File: config.mk
export PLATFORM = sky130hd
export DESIGN_NAME = tslave
export DESIGN_NICKNAME = d
export VERILOG_FILES = /design/src/hdl/tslave_pkg.sv /design/src/hdl/tslave.sv
export VERILOG_INCLUDE_DIRS = /design/src /design/src/hdl
export SDC_FILE = /design/constraint.sdc
export NUM_CORES = 1
export LEC_CHECK = 0
export ABC_AREA = 0
export BUFFER_PORTS_ARGS = -buffer_cell sky130_fd_sc_hd__buf_2
export CAP_MARGIN = 5
export CORE_MARGIN = 5
export CORE_UTILIZATION = 60
export CTS_CLUSTER_SIZE = 24
export DETAILED_ROUTE_END_ITERATION = 6
export PLACE_DENSITY = 0.8
export REMOVE_ABC_BUFFERS = 1
export SKIP_CTS_REPAIR_TIMING = 1
export SYNTH_ARGS = -nofsm -noshare
export SYNTH_HDL_FRONTEND = slang
export SYNTH_SLANG_ARGS = --single-unit
File: constraint.sdc
create_clock -name mclk -period 5.3 [get_ports mclk]
set_input_delay 0.53 -clock mclk [delete_from_list [all_inputs] [get_ports mclk]]
set_output_delay 0.53 -clock mclk [all_outputs]
set_load 0.05 [all_outputs]
File: src/hdl/tslave_consts.svh
// Offsets, fields, reset values and codes of the timer slave-mode block
// Assumes a 32-bit Avalon-MM slave with byte addresses
`ifndef TSLAVE_CONSTS_SVH
`define TSLAVE_CONSTS_SVH
`define OFF_CTRL 6'h00
`define OFF_SMCR 6'h04
`define OFF_CCER 6'h08
`define OFF_CCMR 6'h0C
`define OFF_ARR 6'h10
`define OFF_CCR 6'h14
`define OFF_CNT 6'h18
`define OFF_STAT 6'h1C
`define OFF_PSC 6'h20
`define OFF_IEN 6'h24
`define CTRL_CEN 0
`define CTRL_URS 1
`define CTRL_DIR 2
`define CTRL_XSEL 3
`define CTRL_UG 4
`define SMCR_SMS 2:0
`define SMCR_TS 6:4
`define CCER_CC1P 0
`define CCER_CC2P 1
`define CCMR_CC1S 1:0
`define CCMR_IC1F 7:4
`define CCMR_CC2S 9:8
`define CCMR_IC2F 15:12
`define FLG_TIF 0
`define FLG_UIF 1
`define FLG_CCIF 2
`define IEN_TIE 0
`define ARR_RST 16'hFFFF
`define TS_FIRST 3'h5
`define CCS_OWN 2'h1
`define FILT_OFF 4'h0
`endif

File: src/hdl/tslave_pkg.sv
// Types of the timer slave-mode block
// Assumes the constants header is on the include path
package tslave_pkg;
    typedef enum logic [2:0] {
        SM_OFF = 3'h0,
        SM_ENC2 = 3'h1,
        SM_ENC1 = 3'h2,
        SM_ENC12 = 3'h3,
        SM_RESET = 3'h4,
        SM_GATED = 3'h5
    } smode_t;

    typedef struct packed {
        logic wr;
        logic [31:0] rdata;
        logic cen;
        logic urs;
        logic xsel;
        logic dir;
        logic [2:0] sms;
        logic [2:0] ts;
        logic cc1p;
        logic cc2p;
        logic [1:0] cc1s;
        logic [1:0] cc2s;
        logic [3:0] ic1f;
        logic [3:0] ic2f;
        logic tie;
        logic [15:0] arr_buf;
        logic [15:0] arr;
        logic [15:0] ccr_buf;
        logic [15:0] ccr;
        logic [15:0] psc;
        logic [15:0] pcnt;
        logic [15:0] cnt;
        logic [2:0] flags;
        logic irq;
        logic [3:0] s1;
        logic [3:0] s2;
        logic f1;
        logic f2;
        logic [3:0] fc1;
        logic [3:0] fc2;
        logic p1;
        logic p2;
        logic trg_prev;
        logic gate_prev;
    } st_t;
endpackage

File: src/hdl/tslave.sv
// Timer slave-mode control: encoder counting, reset mode, gated mode
// Assumes an Avalon-MM master on mclk and asynchronous channel pins
//
// How it works
// RQ1 - Mode code picks which encoder edges count
// RQ2 - Polarity and filter applied before encoder evaluation
// RQ3 - Enabled counter steps per counted valid transition
// RQ4 - Direction recomputed on any encoder input transition; the code recomputes it only when exactly one input changes
// RQ5 - Counter wraps between zero and reload value
// RQ6 - Prescaler and compare keep working under encoder
// RQ7 - First-input edge direction set by second input
// RQ8 - Second-input edge direction set by first; uncounted ignored
// RQ9 - XOR of pins two to four feeds channel one
// RQ10 - Reset trigger reinitializes; update unless source bit set
// RQ11 - Trigger select 101 routes first filtered input
// RQ12 - Reset mode clears counter, sets trigger flag
// RQ13 - Trigger inputs resynchronized to the timer clock
// RQ14 - Gated mode counts only while trigger active
// RQ15 - Gated mode never counts with enable clear
// RQ16 - Gated mode flags both start and stop
// RQ17 - Polarity one makes low level active
// RQ18 - Capture select 01 maps input to own pin
// RQ19 - Filter code zero passes input unfiltered
// RQ20 - Simultaneous input changes give no count, keep direction
`timescale 1ns/1ps
`default_nettype none
`include "tslave_consts.svh"

module tslave
    import tslave_pkg::*;
(
    input wire logic mclk,
    input wire logic nrst,
    input wire logic [5:0] address,
    input wire logic read,
    input wire logic write,
    input wire logic [31:0] writedata,
    output logic [31:0] readdata,
    output logic waitrequest,
    input wire logic chan1_pin,
    input wire logic channel2_pin,
    input wire logic chan3_pin,
    input wire logic channel4_pin,
    output logic trigger_flag,
    output logic trig_irq,
    output logic count_direction_bit
);

    ////////////////////////////////////////////////////////////////////
    // Digital filter step: returns {output, run counter}
    function automatic logic [4:0] filt(input logic raw, input logic cur,
                                        input logic [3:0] c, input logic [3:0] len);
        logic [4:0] r;
        r = {cur, 4'h0};
        if (len == `FILT_OFF) begin
            r = {raw, 4'h0}; // RQ19
        end else if (raw != cur) begin
            if (c + 4'h1 >= len) begin
                r = {raw, 4'h0};
            end else begin
                r = {cur, c + 4'h1};
            end
        end
        return r;
    endfunction

    st_t q;
    st_t n;
    logic ti1, ti2, fp1, fp2, e1, e2;
    logic enc, cnt1, cnt2, enc_pulse;
    logic trgi, trg_edge, gate, src, step, upd, rst_trg, bus_wr;
    logic [2:0] fset;
    logic [15:0] wlo;

    ////////////////////////////////////////////////////////////////////
    // Next-state logic
    always_comb begin
        n = q;
        fset = 3'h0;
        upd = 1'b0;
        step = 1'b0;
        wlo = writedata[15:0];
        bus_wr = write && !q.wr;

        // Two-stage pin resynchronizer
        n.s1 = {channel4_pin, chan3_pin, channel2_pin, chan1_pin}; // RQ13
        n.s2 = q.s1;

        // Channel 1 source: own pin or XOR of pins two to four
        ti1 = q.xsel ? (q.s2[1] ^ q.s2[2] ^ q.s2[3]) : q.s2[0]; // RQ9
        ti2 = q.s2[1];
        {n.f1, n.fc1} = filt(ti1, q.f1, q.fc1, q.ic1f); // RQ2
        {n.f2, n.fc2} = filt(ti2, q.f2, q.fc2, q.ic2f);

        // Polarity-adjusted inputs, mapped only on own pin
        fp1 = (q.cc1s == `CCS_OWN) ? (q.f1 ^ q.cc1p) : 1'b0; // RQ18 RQ17
        fp2 = (q.cc2s == `CCS_OWN) ? (q.f2 ^ q.cc2p) : 1'b0; // RQ2
        n.p1 = fp1;
        n.p2 = fp2;
        e1 = fp1 != q.p1;
        e2 = fp2 != q.p2;

        // Encoder mode decode
        enc = (q.sms == SM_ENC1) || (q.sms == SM_ENC2) || (q.sms == SM_ENC12); // RQ1
        cnt1 = (q.sms == SM_ENC1) || (q.sms == SM_ENC12);
        cnt2 = (q.sms == SM_ENC2) || (q.sms == SM_ENC12);

        // Direction from sequence, only for a lone edge
        if (enc && (e1 ^ e2)) begin // RQ4 RQ20
            if (e1) begin
                n.dir = !(fp1 ^ fp2); // RQ7
            end else begin
                n.dir = fp1 ^ fp2; // RQ8
            end
        end
        enc_pulse = q.cen && enc && ((e1 && !e2 && cnt1) || (e2 && !e1 && cnt2)); // RQ3 RQ8

        // Trigger input and its edge
        trgi = (q.ts == `TS_FIRST) ? fp1 : 1'b0; // RQ11
        trg_edge = trgi && !q.trg_prev;
        n.trg_prev = trgi;
        gate = q.cen && trgi && (q.sms == SM_GATED); // RQ15 RQ14
        n.gate_prev = gate;
        if ((q.sms == SM_GATED) && (gate != q.gate_prev)) begin
            fset[`FLG_TIF] = 1'b1; // RQ16
        end

        // Count clock source
        if (enc) begin
            src = enc_pulse;
        end else if (q.sms == SM_GATED) begin
            src = gate;
        end else begin
            src = q.cen;
        end

        // Prescaler
        if (src) begin // RQ6
            if (q.pcnt >= q.psc) begin
                n.pcnt = 16'h0000;
                step = 1'b1;
            end else begin
                n.pcnt = q.pcnt + 16'h0001;
            end
        end

        // Counter with wrap at zero and reload value
        if (step) begin
            if (n.dir) begin
                if (q.cnt == 16'h0000) begin
                    n.cnt = q.arr; // RQ5
                    upd = 1'b1;
                end else begin
                    n.cnt = q.cnt - 16'h0001;
                end
            end else if (q.cnt >= q.arr) begin
                n.cnt = 16'h0000; // RQ5
                upd = 1'b1;
            end else begin
                n.cnt = q.cnt + 16'h0001;
            end
            if (n.cnt == q.ccr) begin
                fset[`FLG_CCIF] = 1'b1; // RQ6
            end
        end

        // Reset mode trigger
        rst_trg = (q.sms == SM_RESET) && trg_edge;
        if (rst_trg) begin
            n.cnt = 16'h0000; // RQ10 RQ12
            n.pcnt = 16'h0000;
            fset[`FLG_TIF] = 1'b1; // RQ12
            upd = !q.urs; // RQ10
        end

        // Software-generated update
        if (bus_wr && (address == `OFF_CTRL) && writedata[`CTRL_UG]) begin
            n.cnt = 16'h0000;
            n.pcnt = 16'h0000;
            upd = 1'b1;
        end

        // Update event loads buffered values
        if (upd) begin
            n.arr = q.arr_buf; // RQ10
            n.ccr = q.ccr_buf;
            fset[`FLG_UIF] = 1'b1;
        end

        // Register writes
        n.flags = q.flags | fset;
        if (bus_wr) begin
            unique case (address)
                `OFF_CTRL: begin
                    n.cen = writedata[`CTRL_CEN];
                    n.urs = writedata[`CTRL_URS];
                    n.xsel = writedata[`CTRL_XSEL];
                    if (!enc) begin
                        n.dir = writedata[`CTRL_DIR];
                    end
                end
                `OFF_SMCR: begin
                    n.sms = writedata[`SMCR_SMS];
                    n.ts = writedata[`SMCR_TS];
                end
                `OFF_CCER: begin
                    n.cc1p = writedata[`CCER_CC1P];
                    n.cc2p = writedata[`CCER_CC2P];
                end
                `OFF_CCMR: begin
                    n.cc1s = writedata[`CCMR_CC1S];
                    n.ic1f = writedata[`CCMR_IC1F];
                    n.cc2s = writedata[`CCMR_CC2S];
                    n.ic2f = writedata[`CCMR_IC2F];
                end
                `OFF_ARR: n.arr_buf = wlo; // RQ5
                `OFF_CCR: n.ccr_buf = wlo;
                `OFF_CNT: n.cnt = wlo;
                `OFF_STAT: n.flags = (q.flags & ~writedata[2:0]) | fset;
                `OFF_PSC: n.psc = wlo;
                `OFF_IEN: n.tie = writedata[`IEN_TIE];
                default: ;
            endcase
        end
        n.irq = n.flags[`FLG_TIF] && n.tie; // RQ12

        // Bus handshake: one wait cycle, then answer
        if ((read || write) && q.wr) begin
            n.wr = 1'b0;
            unique case (address)
                `OFF_CTRL: n.rdata = {27'h0, 1'b0, q.xsel, q.dir, q.urs, q.cen};
                `OFF_SMCR: n.rdata = {25'h0, q.ts, 1'b0, q.sms};
                `OFF_CCER: n.rdata = {30'h0, q.cc2p, q.cc1p};
                `OFF_CCMR: n.rdata = {16'h0, q.ic2f, 2'h0, q.cc2s, q.ic1f, 2'h0, q.cc1s};
                `OFF_ARR: n.rdata = {16'h0, q.arr_buf};
                `OFF_CCR: n.rdata = {16'h0, q.ccr_buf};
                `OFF_CNT: n.rdata = {16'h0, q.cnt};
                `OFF_STAT: n.rdata = {29'h0, q.flags};
                `OFF_PSC: n.rdata = {16'h0, q.psc};
                `OFF_IEN: n.rdata = {31'h0, q.tie};
                default: n.rdata = 32'h0000_0000;
            endcase
        end else begin
            n.wr = 1'b1;
        end
    end

    ////////////////////////////////////////////////////////////////////
    // State register
    always_ff @(posedge mclk) begin
        if (!nrst) begin
            q <= '0;
            q.wr <= 1'b1;
            q.arr <= `ARR_RST;
            q.arr_buf <= `ARR_RST;
        end else begin
            q <= n;
        end
    end

    // Outputs straight from state
    assign readdata = q.rdata;
    assign waitrequest = q.wr;
    assign trigger_flag = q.flags[`FLG_TIF];
    assign trig_irq = q.irq;
    assign count_direction_bit = q.dir;
endmodule
`default_nettype wire

# Yosys cells after proc, flatten, opt, wreduce, memory -nomap -nowiden

Index checks and enable logic that the tools add are counted.

Flip-flop bits (word level): 196
Input port bits: 46
Output and inout port bits: 36

Add/subtract/negate cells: 5
$lt $le $gt $ge: 4
Eq/ne operators: 23
Mux-type cells: 48
Bitwise logic cells: 13
Reductions and logical operators: 49

Operators by type and width:

| operator                | count |
|---|---|
| $mux W16                | 10 |
| $pmux W16 S10           | 1 |
| $mux W38                | 1 |
| $add A16 B1 Y16 const B | 2 |
| $ge A16 B16 Y1          | 2 |
| $mux W5                 | 6 |
| $mux W1                 | 25 |
| $eq A6 B5 Y1 const B    | 4 |
| $mux W19                | 1 |
| $reduce_and A2 Y1       | 9 |
| $logic_and A1 B1 Y1     | 17 |
| $eq A16 B16 Y1          | 1 |
| $logic_not A16 Y1       | 1 |
| $sub A16 B1 Y16 const B | 1 |
| $eq A6 B4 Y1 const B    | 2 |
| $eq A6 B6 Y1 const B    | 2 |
| $mux W12                | 1 |
| $eq A3 B3 Y1 const B    | 3 |
| $add A4 B1 Y4 const B   | 2 |
| $ge A4 B4 Y1            | 2 |
| $logic_not A4 Y1        | 2 |
| $reduce_bool A2 Y1      | 4 |
| $reduce_or A4 Y1        | 2 |
| $eq A3 B2 Y1 const B    | 2 |
| 16 further kinds        | 39 |

# Depth between registers and ports, before layout

Gate-level depths: netlist of the first run.

Depth after elaboration: 18
Depth in mapped cells: 15
Depth with buffers taken out: 13

# Worst setup path before layout of the first run

Ideal clock, no wire load.

Path type: flip-flop to flip-flop
From: reg q[13] (netlist name)
To: reg q[25] (netlist name)
Library setup time: 119 ps
Arrival time: 2,986 ps
Required time: 5,181 ps
Slack: 2,195 ps
Cell stages (with the launch flop): 14
Clock period less this slack: 3,105 ps
Cells stage by stage: dfxtp_1 > xnor2_1 > nor3b_2 > xor2_1 > ha_1 > or2_4 > o31ai_4 > buf_6 > mux2i_1 > mux2i_2 > xnor2_1 > a32o_1 > a22oi_2 > o31ai_2

Longest elaborated chain between the ends: 14
Elaborated cells between the ends (all ways): 31
Classes of those cells: eq/ne: 2; mux: 13; bitwise: 5; reduce/logical: 11

RTL lines:

| element                                         | line                                        | RTL |
|---|---|---|
| from (decl)                                     | tslave.sv:67                                | `st_t q;` |
| from (signal assigned)                          | tslave.sv:257                               | `q <= n;` |
| $xor A1 B1 Y1 *                                 | tslave.sv:96                                | `` fp1 = (q.cc1s == `CCS_OWN) ? (q.f1 ^ q.cc1p) : 1'b0; `` |
| $mux W1 *                                       | tslave.sv:96                                |  |
| $xor A1 B1 Y1 or $ne A1 B1 Y1 (tied branches)   | tslave.sv:111, tslave.sv:113, tslave.sv:100 |  |
| $logic_not A1 Y1, or another cell as far along  | tslave.sv:111                               | `n.dir = !(fp1 ^ fp2);` |
| $mux W1, or another cell as far along           | tslave.sv:110                               | `if (e1) begin` |
| $mux W1 or $logic_and A1 B1 Y1 (tied branches)  | tslave.sv:109, tslave.sv:116                |  |
| $mux W16 or $logic_or A1 B1 Y1 (tied branches)  | tslave.sv:149, tslave.sv:116                |  |
| $mux W16 or $logic_and A1 B1 Y1 (tied branches) | tslave.sv:148, tslave.sv:116                |  |
| $eq A16 B16 Y1 or $mux W1 (tied branches)       | tslave.sv:162, tslave.sv:129                |  |
| $mux W1 (on tied branches)                      | tslave.sv:162, tslave.sv:138                |  |
| $mux W1 *                                       | tslave.sv:148                               | `if (step) begin` |
| $or A3 B3 Y3 (on tied branches)                 | tslave.sv:191, tslave.sv:219                |  |
| $mux W3                                         | tslave.sv:193                               | `unique case (address)` |
| $mux W19 *                                      | tslave.sv:192                               | `if (bus_wr) begin` |

Mark *: on every way between the ends. The rest lies on a longest branch, timed or not. The select of a mux whose other input is x is not followed.
A chain may end at the register's enable or synchronous reset.

# Final worst setup path of the first run

From: reg q[26] (netlist name)
To: reg q[25] (netlist name)

Longest elaborated chain between the ends: 10
Elaborated cells between the ends (all ways): 15
Classes of those cells: add/sub: 2; order compare: 1; eq/ne: 1; mux: 8; bitwise: 2; reduce/logical: 1

RTL lines:

| element                                       | line                         | RTL |
|---|---|---|
| $add A16 B1 Y16, or another cell as far along | tslave.sv:160                | `n.cnt = q.cnt + 16'h0001;` |
| $mux W16 (on tied branches)                   | tslave.sv:156, tslave.sv:150 |  |
| $mux W16 *                                    | tslave.sv:149                | `if (n.dir) begin` |
| $mux W16 *                                    | tslave.sv:148                |  |
| $eq A16 B16 Y1 *                              | tslave.sv:162                | `if (n.cnt == q.ccr) begin` |
| $mux W1 *                                     | tslave.sv:162                |  |
| $mux W1 *                                     | tslave.sv:148                |  |
| $or A3 B3 Y3 (on tied branches)               | tslave.sv:191, tslave.sv:219 |  |
| $mux W3                                       | tslave.sv:193                |  |
| $mux W19 *                                    | tslave.sv:192                |  |

Marks and branches as above.

==> results of run 1 <==
## final cells by class
class                           count  area [um2]  share of cell area
Clock buffer                       17         425              0.0406
Timing Repair Buffer               64         358              0.0342
Tap cell                          216         270              0.0258
Clock inverter                     15         135              0.0129
Sequential cell                   180        3600               0.344
Multi-Input combinational cell    878        5480               0.523
Inverter                           54         203              0.0193
## layer usage
metal / wire (um) / vias up
met5: 0 / -
met4: 905 / 0
met3: 2680 / 83
met2: 12800 / 486
met1: 11200 / 4167
li1: - / 4120
## logic make-up after synthesis
logic type	after synthesis
buf+inv	160
mux	49
xor+xnor	64
compound gates	258
flops	180
other cells	1
fa+ha+maj	48
simple gates	443
## synth_stat cells (2+ instances only)
cell type	number
a21o_1	5
and2_1	15
a222oi_1	8
and4b_1	2
a221oi_1	18
o211ai_1	9
nand4_1	12
and3_1	10
and4_1	6
nand2_1	196
nor2b_1	11
buf_6	3
mux2i_1	47
o21ai_0	37
or2_2	2
nor3b_1	2
a22oi_1	16
o21ai_1	2
o32ai_1	2
a211oi_1	10
a211o_1	2
or4_1	3
nand2b_1	12
nor4_1	6
clkbuf_1	62
nor2_1	94
o21a_1	4
a21oi_1	104
inv_1	53
a2bb2oi_1	2
a31oi_1	6
ha_1	48
o31a_1	3
o22ai_1	6
dfxtp_1	180
buf_4	35
buf_2	6
nor4_4	2
xnor2_1	33
xor2_1	31
nand3_1	45
nor3_1	17
a22o_1	5
## stage by stage
step / power, mW / setup WS [ns] / instance area (um2)
floorplan: 1.50 / 0.694 / 9280
global placement: 1.57 / 1.62 / 9920
detailed placement: 1.57 / 1.56 / 9920
CTS: 2.78 / 1.51 / 10500
global route: 2.85 / 1.26 / 10500
finish: 2.78 / 1.42 / 10500
## sequential cells by signal, indices dropped and copies added, names as in the netlist
register and cells:
q 156, readdata 16, n 4, count_direction_bit 1, trig_irq 1, trigger_flag 1
waitrequest 1
## report_power, final
part / switching, mW / internal [mW]
clock network: 0.609 / 0.623
logic: 0.135 / 0.0381
registers: 0.00799 / 1.36
## path summary, 6_finish.rpt
| check | startpoint | end | slack, ns | depth (start not counted) |
|---|---|---|---|---|
| worst max-delay path | q[26]$_SDFF_PN0_ | q[25]$_SDFF_PN0_ | 1.42 | 11 |
| worst min-delay path | channel2_pin | n[15]$_SDFF_PN0_ | 0.28 | 2 |
| worst max register to register | q[26]$_SDFF_PN0_ | q[25]$_SDFF_PN0_ | 1.42 | 11 |
| worst min register to register | n[14]$_SDFF_PN0_ | q[14]$_SDFF_PN0_ | 0.44 | 1 |
==> qor.txt, run 1 <==
Routed Antenna Nets - 0
DR WL/cell - 19.4 um
Sequential-to-total area share from yosys stat - 0.368
Filler instances - 1320
TritonCTS buffer count - 17
CP endpoint kind - flop
Post-synthesis compound-gate area fraction - 0.174
IO buf count - 49
H-tree depth - 4
DP Cell Count - 1392
Post-route minimum period - 3.88 ns
Avg Synthesized Cell Area - 8.13 um2
CP arrival - 4.24 ns
Final critical-path share of the clock period - 0.731
Slowest Stage Delay on Critical Path - 0.59 ns
Vias in the first global route - 8099
Vias - 8856
Post-Synthesis Cells - 1203
Post-synth EDFFs - 0
CP Data Required Time - 5.67 ns
Cell accounting for the most synthesized area - dfxtp_1
Area share of the largest cell type after synthesis - 0.368
Global routing usage on met2 - 0.469
Setup Total Neg Slack - 0 ns
Crit-path cells - inv_1 > ha_1 > nand2b_1 > a2111oi_0 > o31a_1 > nand4b_1 > o32ai_1 > xor2_1 > nor4_1 > nand4_1 > o31ai_2
Least-Margin Pin Slew - 1.07 ns
FMAX - 258 MHz
Area added between synthesis and finish - 7.13%
Residual DRC - 0
Largest family of logic cells by synthesized area - simple AND/OR/NAND/NOR gates
WP buf/inv - 1
Most frequent cells in the layout - 196 x nand2_1, 180 x dfxtp_1, 104 x a21oi_1
Antenna Cells - 0
RSZ-0062 raised after global routing - no
Startpoint Class - flop
Final hold slack - 0.285 ns
LEAKAGE - 4.41 nW
Total gr overflow - 0
GRT busiest layer - met2
Die area - 19000 um2
First-pass GRT wire length - 43.2 mm
Critical path's top delay family - compound AO/OA/AOI/OAI gates
Syn Std Cell Area - 9780 um2
Core ar. - 15900 um2
Hold Vio Cnt, Final - 0
Initial antenna violation count - 0
Ranking of synthesized cells by area - dfxtp_1 37%, nand2_1 7.5%, ha_1 6.1%
Synth Area in XOR/XNOR - 0.0573
CP Max Fanout - 11
Share of cells above drive strength 1 - 0.0960
Hold Crit Class - in -> reg
Slew headroom - 0.287
Synth Area in Adders - 0.0614
Simple-Gate Fraction of Synth Area - 0.210
Worst clock skew - 0.00876 ns
Clock root cell - clkbuf_16
Final net count - 1289
CP max stage cell - dfxtp_1
Met3 Use GR - 0.0690
Die X - 138 um
Starting density of the core - 0.613
Iter 0 DRT Violations - 978
Pin count of the biggest net entering global routing - 61
Yosys warnings - 0
Final WL - 27.6 mm
CTS tree - done
Clk slew on worst S/H paths - 0.07 ns
Via density - 6.22
FP Rows - 46
Post-synth top flop - dfxtp_1
VDD IR max - 0.000252 V
Ys async rst share - 0
Vertical die dimension - 138 um
Final HPWL DP - 19.4 mm
Total GRT Usage - 0.295
Commonest non-fill, non-tap cell in the layout - nand2_1
Maximum buffer depth of the clock tree - 2
Netlist cell types - 74
CP Class - reg -> reg
Util after Layout - 0.657
Final std cells w/o fill - 1424
Max Cap Viol - 0
Post-synthesis mux area share - 0.0507
Status - completed
Pre-antenna DRT Iters - 7
Pwr Density - 265 nW/um2
Clock sinks - 180
Slew Viols, Final - 0
Setup violators final - 0
#FFs+latches synth - 180
Ports - 82
Routing usage on met1 - 0.386
Worst-skew pair later-pin latency - 0.45 ns
RD Place Congestion - 0.905
(Power assumes the default switching activity.)
==> run 2: changes to the inputs <==
==> constraint.sdc (replaced) <==
create_clock -name mclk -period 4.05 [get_ports mclk]
set_input_delay 0.405 -clock mclk [delete_from_list [all_inputs] [get_ports mclk]]
set_output_delay 0.405 -clock mclk [all_outputs]
set_load 0.05 [all_outputs]
==> run 2 against run 1 <==
- the run now ends with DRC left
- clock skew is 0.0013 ns lower
- critical path depth is 1 higher
- highest routed layer unchanged
- flip-flop and latch count stayed put
- register-to-register slack worse by 1.0 ns
- largest power group unchanged
- final cell count is 0.63% higher
- critical path type unchanged
- fmax is 5.7% higher
- combinational power is 34% higher
- wire length is 1.4% higher
- non-clock buffer count is 9 higher
- sequential share of layout area is 0.37 points lower
- global-route usage is 0.75 points higher
==> qor.txt, run 2 (synthesized netlist as in run 1, its figures left out) <==
Cell area after layout - 10600 um2 (+1.1%)
Initial antenna violation count - 0 (unchanged)
Final net count - 1298 (+0.70%)
Die area - 19000 um2 (unchanged)
RD Place Congestion - 0.929 (+2.6%)
CP Max Fanout - 14 (+3)
Final HPWL DP - 19.9 mm (+2.3%)
Worst clock skew - 0.00749 ns (-0.00126 ns)
RSZ-0062 raised after global routing - no
DP Cell Count - 1401 (+0.65%)
Critical path's top delay family - simple AND/OR/NAND/NOR gates
First-pass GRT wire length - 44.8 mm (+3.7%)
Starting density of the core - 0.613 (unchanged)
IO buf count - 49 (unchanged)
Slew Viols, Final - 0 (unchanged)
CP arrival - 4.02 ns (-0.22 ns)
Pwr Density - 353 nW/um2 (+33%)
Vias - 8969 (+1.3%)
Slowest Stage Delay on Critical Path - 0.59 ns (about the same)
Status - complete, but fails checks
Clock root cell - clkbuf_16
Crit path setup slack, layout - 0.383 ns (-1.04 ns)
Startpoint Class - flop
VDD IR max - 0.000375 V (+49%)
Util after Layout - 0.664 (+0.00706)
Vias in the first global route - 8508 (+5.1%)
Final WL - 28.0 mm (+1.4%)
LEAKAGE - 4.48 nW (+1.5%)
Total area of sequential cells - 3600 um2 (unchanged)
Dpl ws - 0.473 ns (-1.09 ns)
Most Frequent Cell on Critical Path - xnor2_1
Routed Antenna Nets - 0 (unchanged)
CP max stage cell - and4b_1
DP Area - 9980 um2 (+0.68%)
FP Rows - 46 (unchanged)
TritonCTS buffer count - 17 (unchanged)
Hold Vio Cnt, Final - 0 (unchanged)
Met3 WL - 2.79 mm (+4.0%)
FMAX - 273 MHz (+5.7%)
CTS tree - done
Post-route minimum period - 3.67 ns (-0.209 ns)
Iter 0 DRT Violations - 1097 (+12%)
Wire length on met1 - 11.2 mm (about the same)
CP endpoint kind - flop
Setup violators final - 0 (unchanged)
Pre-antenna DRT Iters - 7 (unchanged)
Clock sinks - 180 (unchanged)
DR top layer - met4
CP Data Required Time - 4.40 ns (-1.27 ns)
Antenna Cells - 0 (unchanged)
Final hold slack - 0.170 ns (-0.115 ns)
Setup Total Neg Slack - 0 ns (unchanged)
Final critical-path share of the clock period - 0.906 (+0.174)
Share of cells above drive strength 1 - 0.103 (+0.00669)
Filler instances - 1353 (+2.5%)
H-tree depth - 4 (unchanged)
Maximum buffer depth of the clock tree - 2 (unchanged)
Area of the multi-input gates - 5480 um2 (unchanged)
Commonest non-fill, non-tap cell in the layout - nand2_1
Most frequent cells in the layout - 196 x nand2_1, 180 x dfxtp_1, 104 x a21oi_1
Max FFs per register - 156 (unchanged)
Total gr overflow - 0 (unchanged)
Vertical die dimension - 138 um (unchanged)
Area added between synthesis and finish - 8.28%
Residual DRC - 1 (+1)
Top reg by flops - q
Worst-skew pair later-pin latency - 0.44 ns (about the same)
Total GRT Usage - 0.302 (+0.00748)
Final std cells w/o fill - 1433 (+0.63%)
Via density - 6.26 (+0.64%)
Core ar. - 15900 um2 (unchanged)
Reg2reg setup slack - 0.38 ns (-1.04 ns)
Die X - 138 um (unchanged)
CP Class - reg -> reg
Clk slew on worst S/H paths - 0.07 ns (about the same)
Least-Margin Pin Slew - 1.14 ns (+0.0678 ns)
Max Cap Viol - 0 (unchanged)
Routed wl met2 - 12.9 mm (+0.45%)
Crit-path cells - xnor2_1 > nor3b_2 > xor2_1 > ha_1 > or2_4 > o31ai_4 > and4b_1 > a21oi_1 > xnor2_1 > nor4_1 > nand4_1 > o31ai_2
Failing checks - DRC
Pwr Total - 3.74 mW (+35%)
DR WL/cell - 19.6 um (+0.76%)
Slew headroom - 0.241 (-0.0453)
WP buf/inv - 0 (-1)
Ports - 82 (unchanged)
Hold Crit Class - in -> reg
Pin count of the biggest net entering global routing - 43 (-30%)
==> run 2: cell count changes in the layout (fill, tap and decap cells not counted), sizes merged <==
| cell | previous run | this run |
|---|---|---|
| inv | 66 | 64 |
| buf | 64 | 73 |
| bufinv | 0 | 2 |
==> run 2: metal layers <==
layer,track usage,vias up
li1,-,4140
met1,0.389,4207
met2,0.484,515
met3,0.0687,107
met4,0.136,0
met5,0,-
==> run 2: layout make-up <==
class,instances,area share
multi-input cells,878,0.518
flip-flops and latches,180,0.340
clock buffers,17,0.0402
repair buffers,73,0.0402
well taps,216,0.0255
inverters,54,0.0191
clock inverters,15,0.0170
==> run 2: power by group <==
group          total (mW)  switching (mW)  internal, mW  leakage [nW]
Combinational       0.231           0.179        0.0515          2.73
Sequential           1.79          0.0102          1.78          1.46
Clock                1.72           0.779         0.939         0.295
==> run 2: worst register-to-register path: cells and delay by family (launching register included) <==
family / cells / cell delay, ns
xor gates and xnor gates: 3 / 0.55
AOI/OAI and AO/OA: 3 / 0.64
adders and majority gates: 1 / 0.29
and+or+nand+nor: 5 / 1.74
DFF: 1 / 0.34
==> run 2: worst paths after layout <==
check / end / from / cells after the start
setup reg to reg: q[25]$_SDFF_PN0_ / q[13]$_SDFFE_PN0P_ / 12
setup / recovery: q[25]$_SDFF_PN0_ / q[13]$_SDFFE_PN0P_ / 12
hold / removal: n[16]$_SDFF_PN0_ / chan3_pin / 2
hold reg to reg: q[17]$_SDFF_PN0_ / n[17]$_SDFF_PN0_ / 1
==> run 3: changes to the inputs <==
--- a/config.mk
+++ b/config.mk
@@ -10,10 +10,11 @@
 export BUFFER_PORTS_ARGS = -buffer_cell sky130_fd_sc_hd__buf_2
 export CAP_MARGIN = 5
 export CORE_MARGIN = 5
-export CORE_UTILIZATION = 60
+export CORE_UTILIZATION = 56
+export CTS_BUF_LIST = sky130_fd_sc_hd__clkbuf_2
 export CTS_CLUSTER_SIZE = 24
 export DETAILED_ROUTE_END_ITERATION = 6
-export PLACE_DENSITY = 0.8
+export PLACE_DENSITY = 0.78
 export REMOVE_ABC_BUFFERS = 1
 export SKIP_CTS_REPAIR_TIMING = 1
 export SYNTH_ARGS = -nofsm -noshare
==> constraint.sdc (replaced) <==
create_clock -name mclk -period 3.3 [get_ports mclk]
set_input_delay 0.33 -clock mclk [delete_from_list [all_inputs] [get_ports mclk]]
set_output_delay 0.33 -clock mclk [all_outputs]
set_load 0.05 [all_outputs]
==> run 3 against run 2 <==
- the run ends with hold timing, setup timing left
- register-to-register slack got worse by 0.44 ns
- first-iteration DRC count fell by 2.7%
- critical path depth rose by 2
- wire length rose by 3.5%
- count of clock-buffer cells in the layout did not move
- flip-flop and latch count did not move
- critical endpoint unchanged
==> qor.txt, run 3 (synthesized netlist as in run 1, its figures left out) <==
Worst-case reg-to-reg path depth - 14 (+2)
Setup violators final - 6 (+6)
Routed Antenna Nets - 0 (unchanged)
IO buf count - 49 (unchanged)
Status - complete, but fails checks
Vias in the first global route - 8411 (-1.1%)
Ports - 82 (unchanged)
Failing checks - hold timing, setup timing
DR WL/cell - 19.1 um (-2.1%)
Slew Viols, Final - 0 (unchanged)
Filler instances - 1487 (+9.9%)
Vias - 9162 (+2.2%)
Hold Crit Class - in -> reg
Share of cells above drive strength 1 - 0.149 (+0.0462)
Least-Margin Pin Slew - 1.09 ns (-0.0479 ns)
First-pass GRT wire length - 44.7 mm (-0.22%)
Max FFs per register - 156 (unchanged)
Die X - 142 um (+3.3%)
Post-route minimum period - 3.36 ns (-0.307 ns)
Reg2reg end - q[25]$_SDFF_PN0_
VDD IR max - 0.000269 V (-28%)
RSZ-0062 raised after global routing - yes
Worst Hold Path Cells - 4 (+2)
Clock root cell - clkbuf_2
Slew headroom - 0.273 (+0.0320)
Hold Vio Cnt, Final - 1 (+1)
Commonest non-fill, non-tap cell in the layout - nand2_1
Most frequent cells in the layout - 196 x nand2_1, 178 x dfxtp_1, 102 x a21oi_1
H-tree depth - 4 (unchanged)
DP Area - 10200 um2 (+2.6%)
Final critical-path share of the clock period - 1.02 (+0.113)
LEAKAGE - 4.73 nW (+5.7%)
HP Start - address[2]
FP Rows - 48 (+4.3%)
CP arrival - 4.11 ns (+0.09 ns)
R2r startpoint - q[152]$_SDFFE_PN0P_
Final hold slack - -0.0214 ns (-0.191 ns)
Final WL - 29.0 mm (+3.5%)
FMAX - 298 MHz (+9.1%)
Initial antenna violation count - 1 (+1)
Starting density of the core - 0.567 (-0.0460)
CP Max Fanout - 8 (-6)
Final net count - 1370 (+5.5%)
Worst clock skew - 0.0461 ns (+0.0386 ns)
RD Place Congestion - 0.988 (+6.3%)
CP endpoint kind - flop
Pre-antenna DRT Iters - 7 (unchanged)
Reg2reg setup slack - -0.06 ns (-0.44 ns)
Pin count of the biggest net entering global routing - 60 (+40%)
Worst-skew pair later-pin latency - 0.81 ns (+0.37 ns)
Worst hold endpoint - q[138]$_SDFF_PN0_
Total GRT Usage - 0.279 (-0.0233)
Area added between synthesis and finish - 12.7%
Cell area after layout - 11000 um2 (+4.0%)
Residual DRC - 0 (-1)
Max Cap Viol - 0 (unchanged)
Core ar. - 17200 um2 (+8.1%)
TritonCTS buffer count - 17 (unchanged)
Pwr Density - 329 nW/um2 (-6.8%)
Crit path setup slack, layout - -0.0604 ns (-0.443 ns)
Clock sinks - 180 (unchanged)
Final HPWL DP - 20.9 mm (+5.0%)
Die area - 20200 um2 (+6.6%)
CTS tree - done
CP Data Required Time - 4.05 ns (-0.35 ns)
CP Class - reg -> reg
Vertical die dimension - 142 um (+3.3%)
Via density - 6.05 (-3.4%)
Maximum buffer depth of the clock tree - 2 (unchanged)
Startpoint Class - flop
Iter 0 DRT Violations - 1067 (-2.7%)
Total gr overflow - 0 (unchanged)
Top reg by flops - q
Clk slew on worst S/H paths - 0.30 ns (+0.23 ns)
run 3: area by class of cell:
cell class	count	area, um2	area share
Sequential cell	180	3610	0.327
Tap cell	225	282	0.0256
Clock inverter	15	143	0.0129
Inverter	54	203	0.0184
Antenna cell	1	2.50	0.000227
Timing Repair Buffer	145	1100	0.0995
Clock buffer	17	85.1	0.00772
Multi-Input combinational cell	878	5600	0.508
run 3: worst max-delay path, cell delays in order (launching register included):
cell and delay, ns:
dfxtp_2 0.40, xnor2_2 0.14, nor3b_2 0.26, xor2_1 0.26
ha_1 0.31, or2_4 0.25, o31ai_4 0.31, nand4b_1 0.17
buf_6 0.19, o32ai_2 0.10, buf_4 0.18, xor2_2 0.08
nor4_2 0.24, nand4_1 0.17, o31ai_2 0.25
run 3: routing by layer:
metal	up-vias	GRT usage	part of all wire	routed length [um]
li1	4287	-	-	-
met1	4320	0.385	0.42	12200
met2	483	0.436	0.45	13100
met3	72	0.0528	0.099	2870
met4	0	0.106	0.028	818
met5	-	0	0	0
run 3: where the power goes:
part	total, mW	switching [mW]	internal [mW]
clock network	1.10	0.866	0.239
logic	0.309	0.225	0.0846
registers	2.22	0.0121	2.20
total	3.63	1.10	2.53
run 3: worst max-delay path by stage:
stage / startpoint / endpoint / slack (ns) / depth (start not counted)
final: q[152]$_SDFFE_PN0P_ / q[25]$_SDFF_PN0_ / -0.06 / 14
after global routing: q[152]$_SDFFE_PN0P_ / q[25]$_SDFF_PN0_ / -0.23 / 13
after CTS: q[13]$_SDFFE_PN0P_ / q[25]$_SDFF_PN0_ / -0.14 / 13
after floorplan: q[42]$_SDFFE_PP0N_ / q[74]$_SDFFE_PN0P_ / -1.31 / 11
after detailed placement: q[13]$_SDFFE_PN0P_ / q[25]$_SDFF_PN0_ / -0.08 / 13
after global placement: q[13]$_SDFFE_PN0P_ / q[25]$_SDFF_PN0_ / 0.005 / 13
run 3: through the flow:
step	setup slack [ns]	instances	TNS, ns	utilization	power [mW]
4_1_cts	-0.141	1473	-0.635	0.607	3.62
6_report	-0.0604	1515	-0.0896	0.639	3.63
5_1_grt	-0.231	1515	-3.13	0.639	3.75
2_1_floorplan	-1.31	1112	-49.90	-	2.42
3_5_place_dp	-0.0811	1441	-0.0927	0.594	2.53
3_3_place_gp	0.00494	1441	0	0.594	2.53
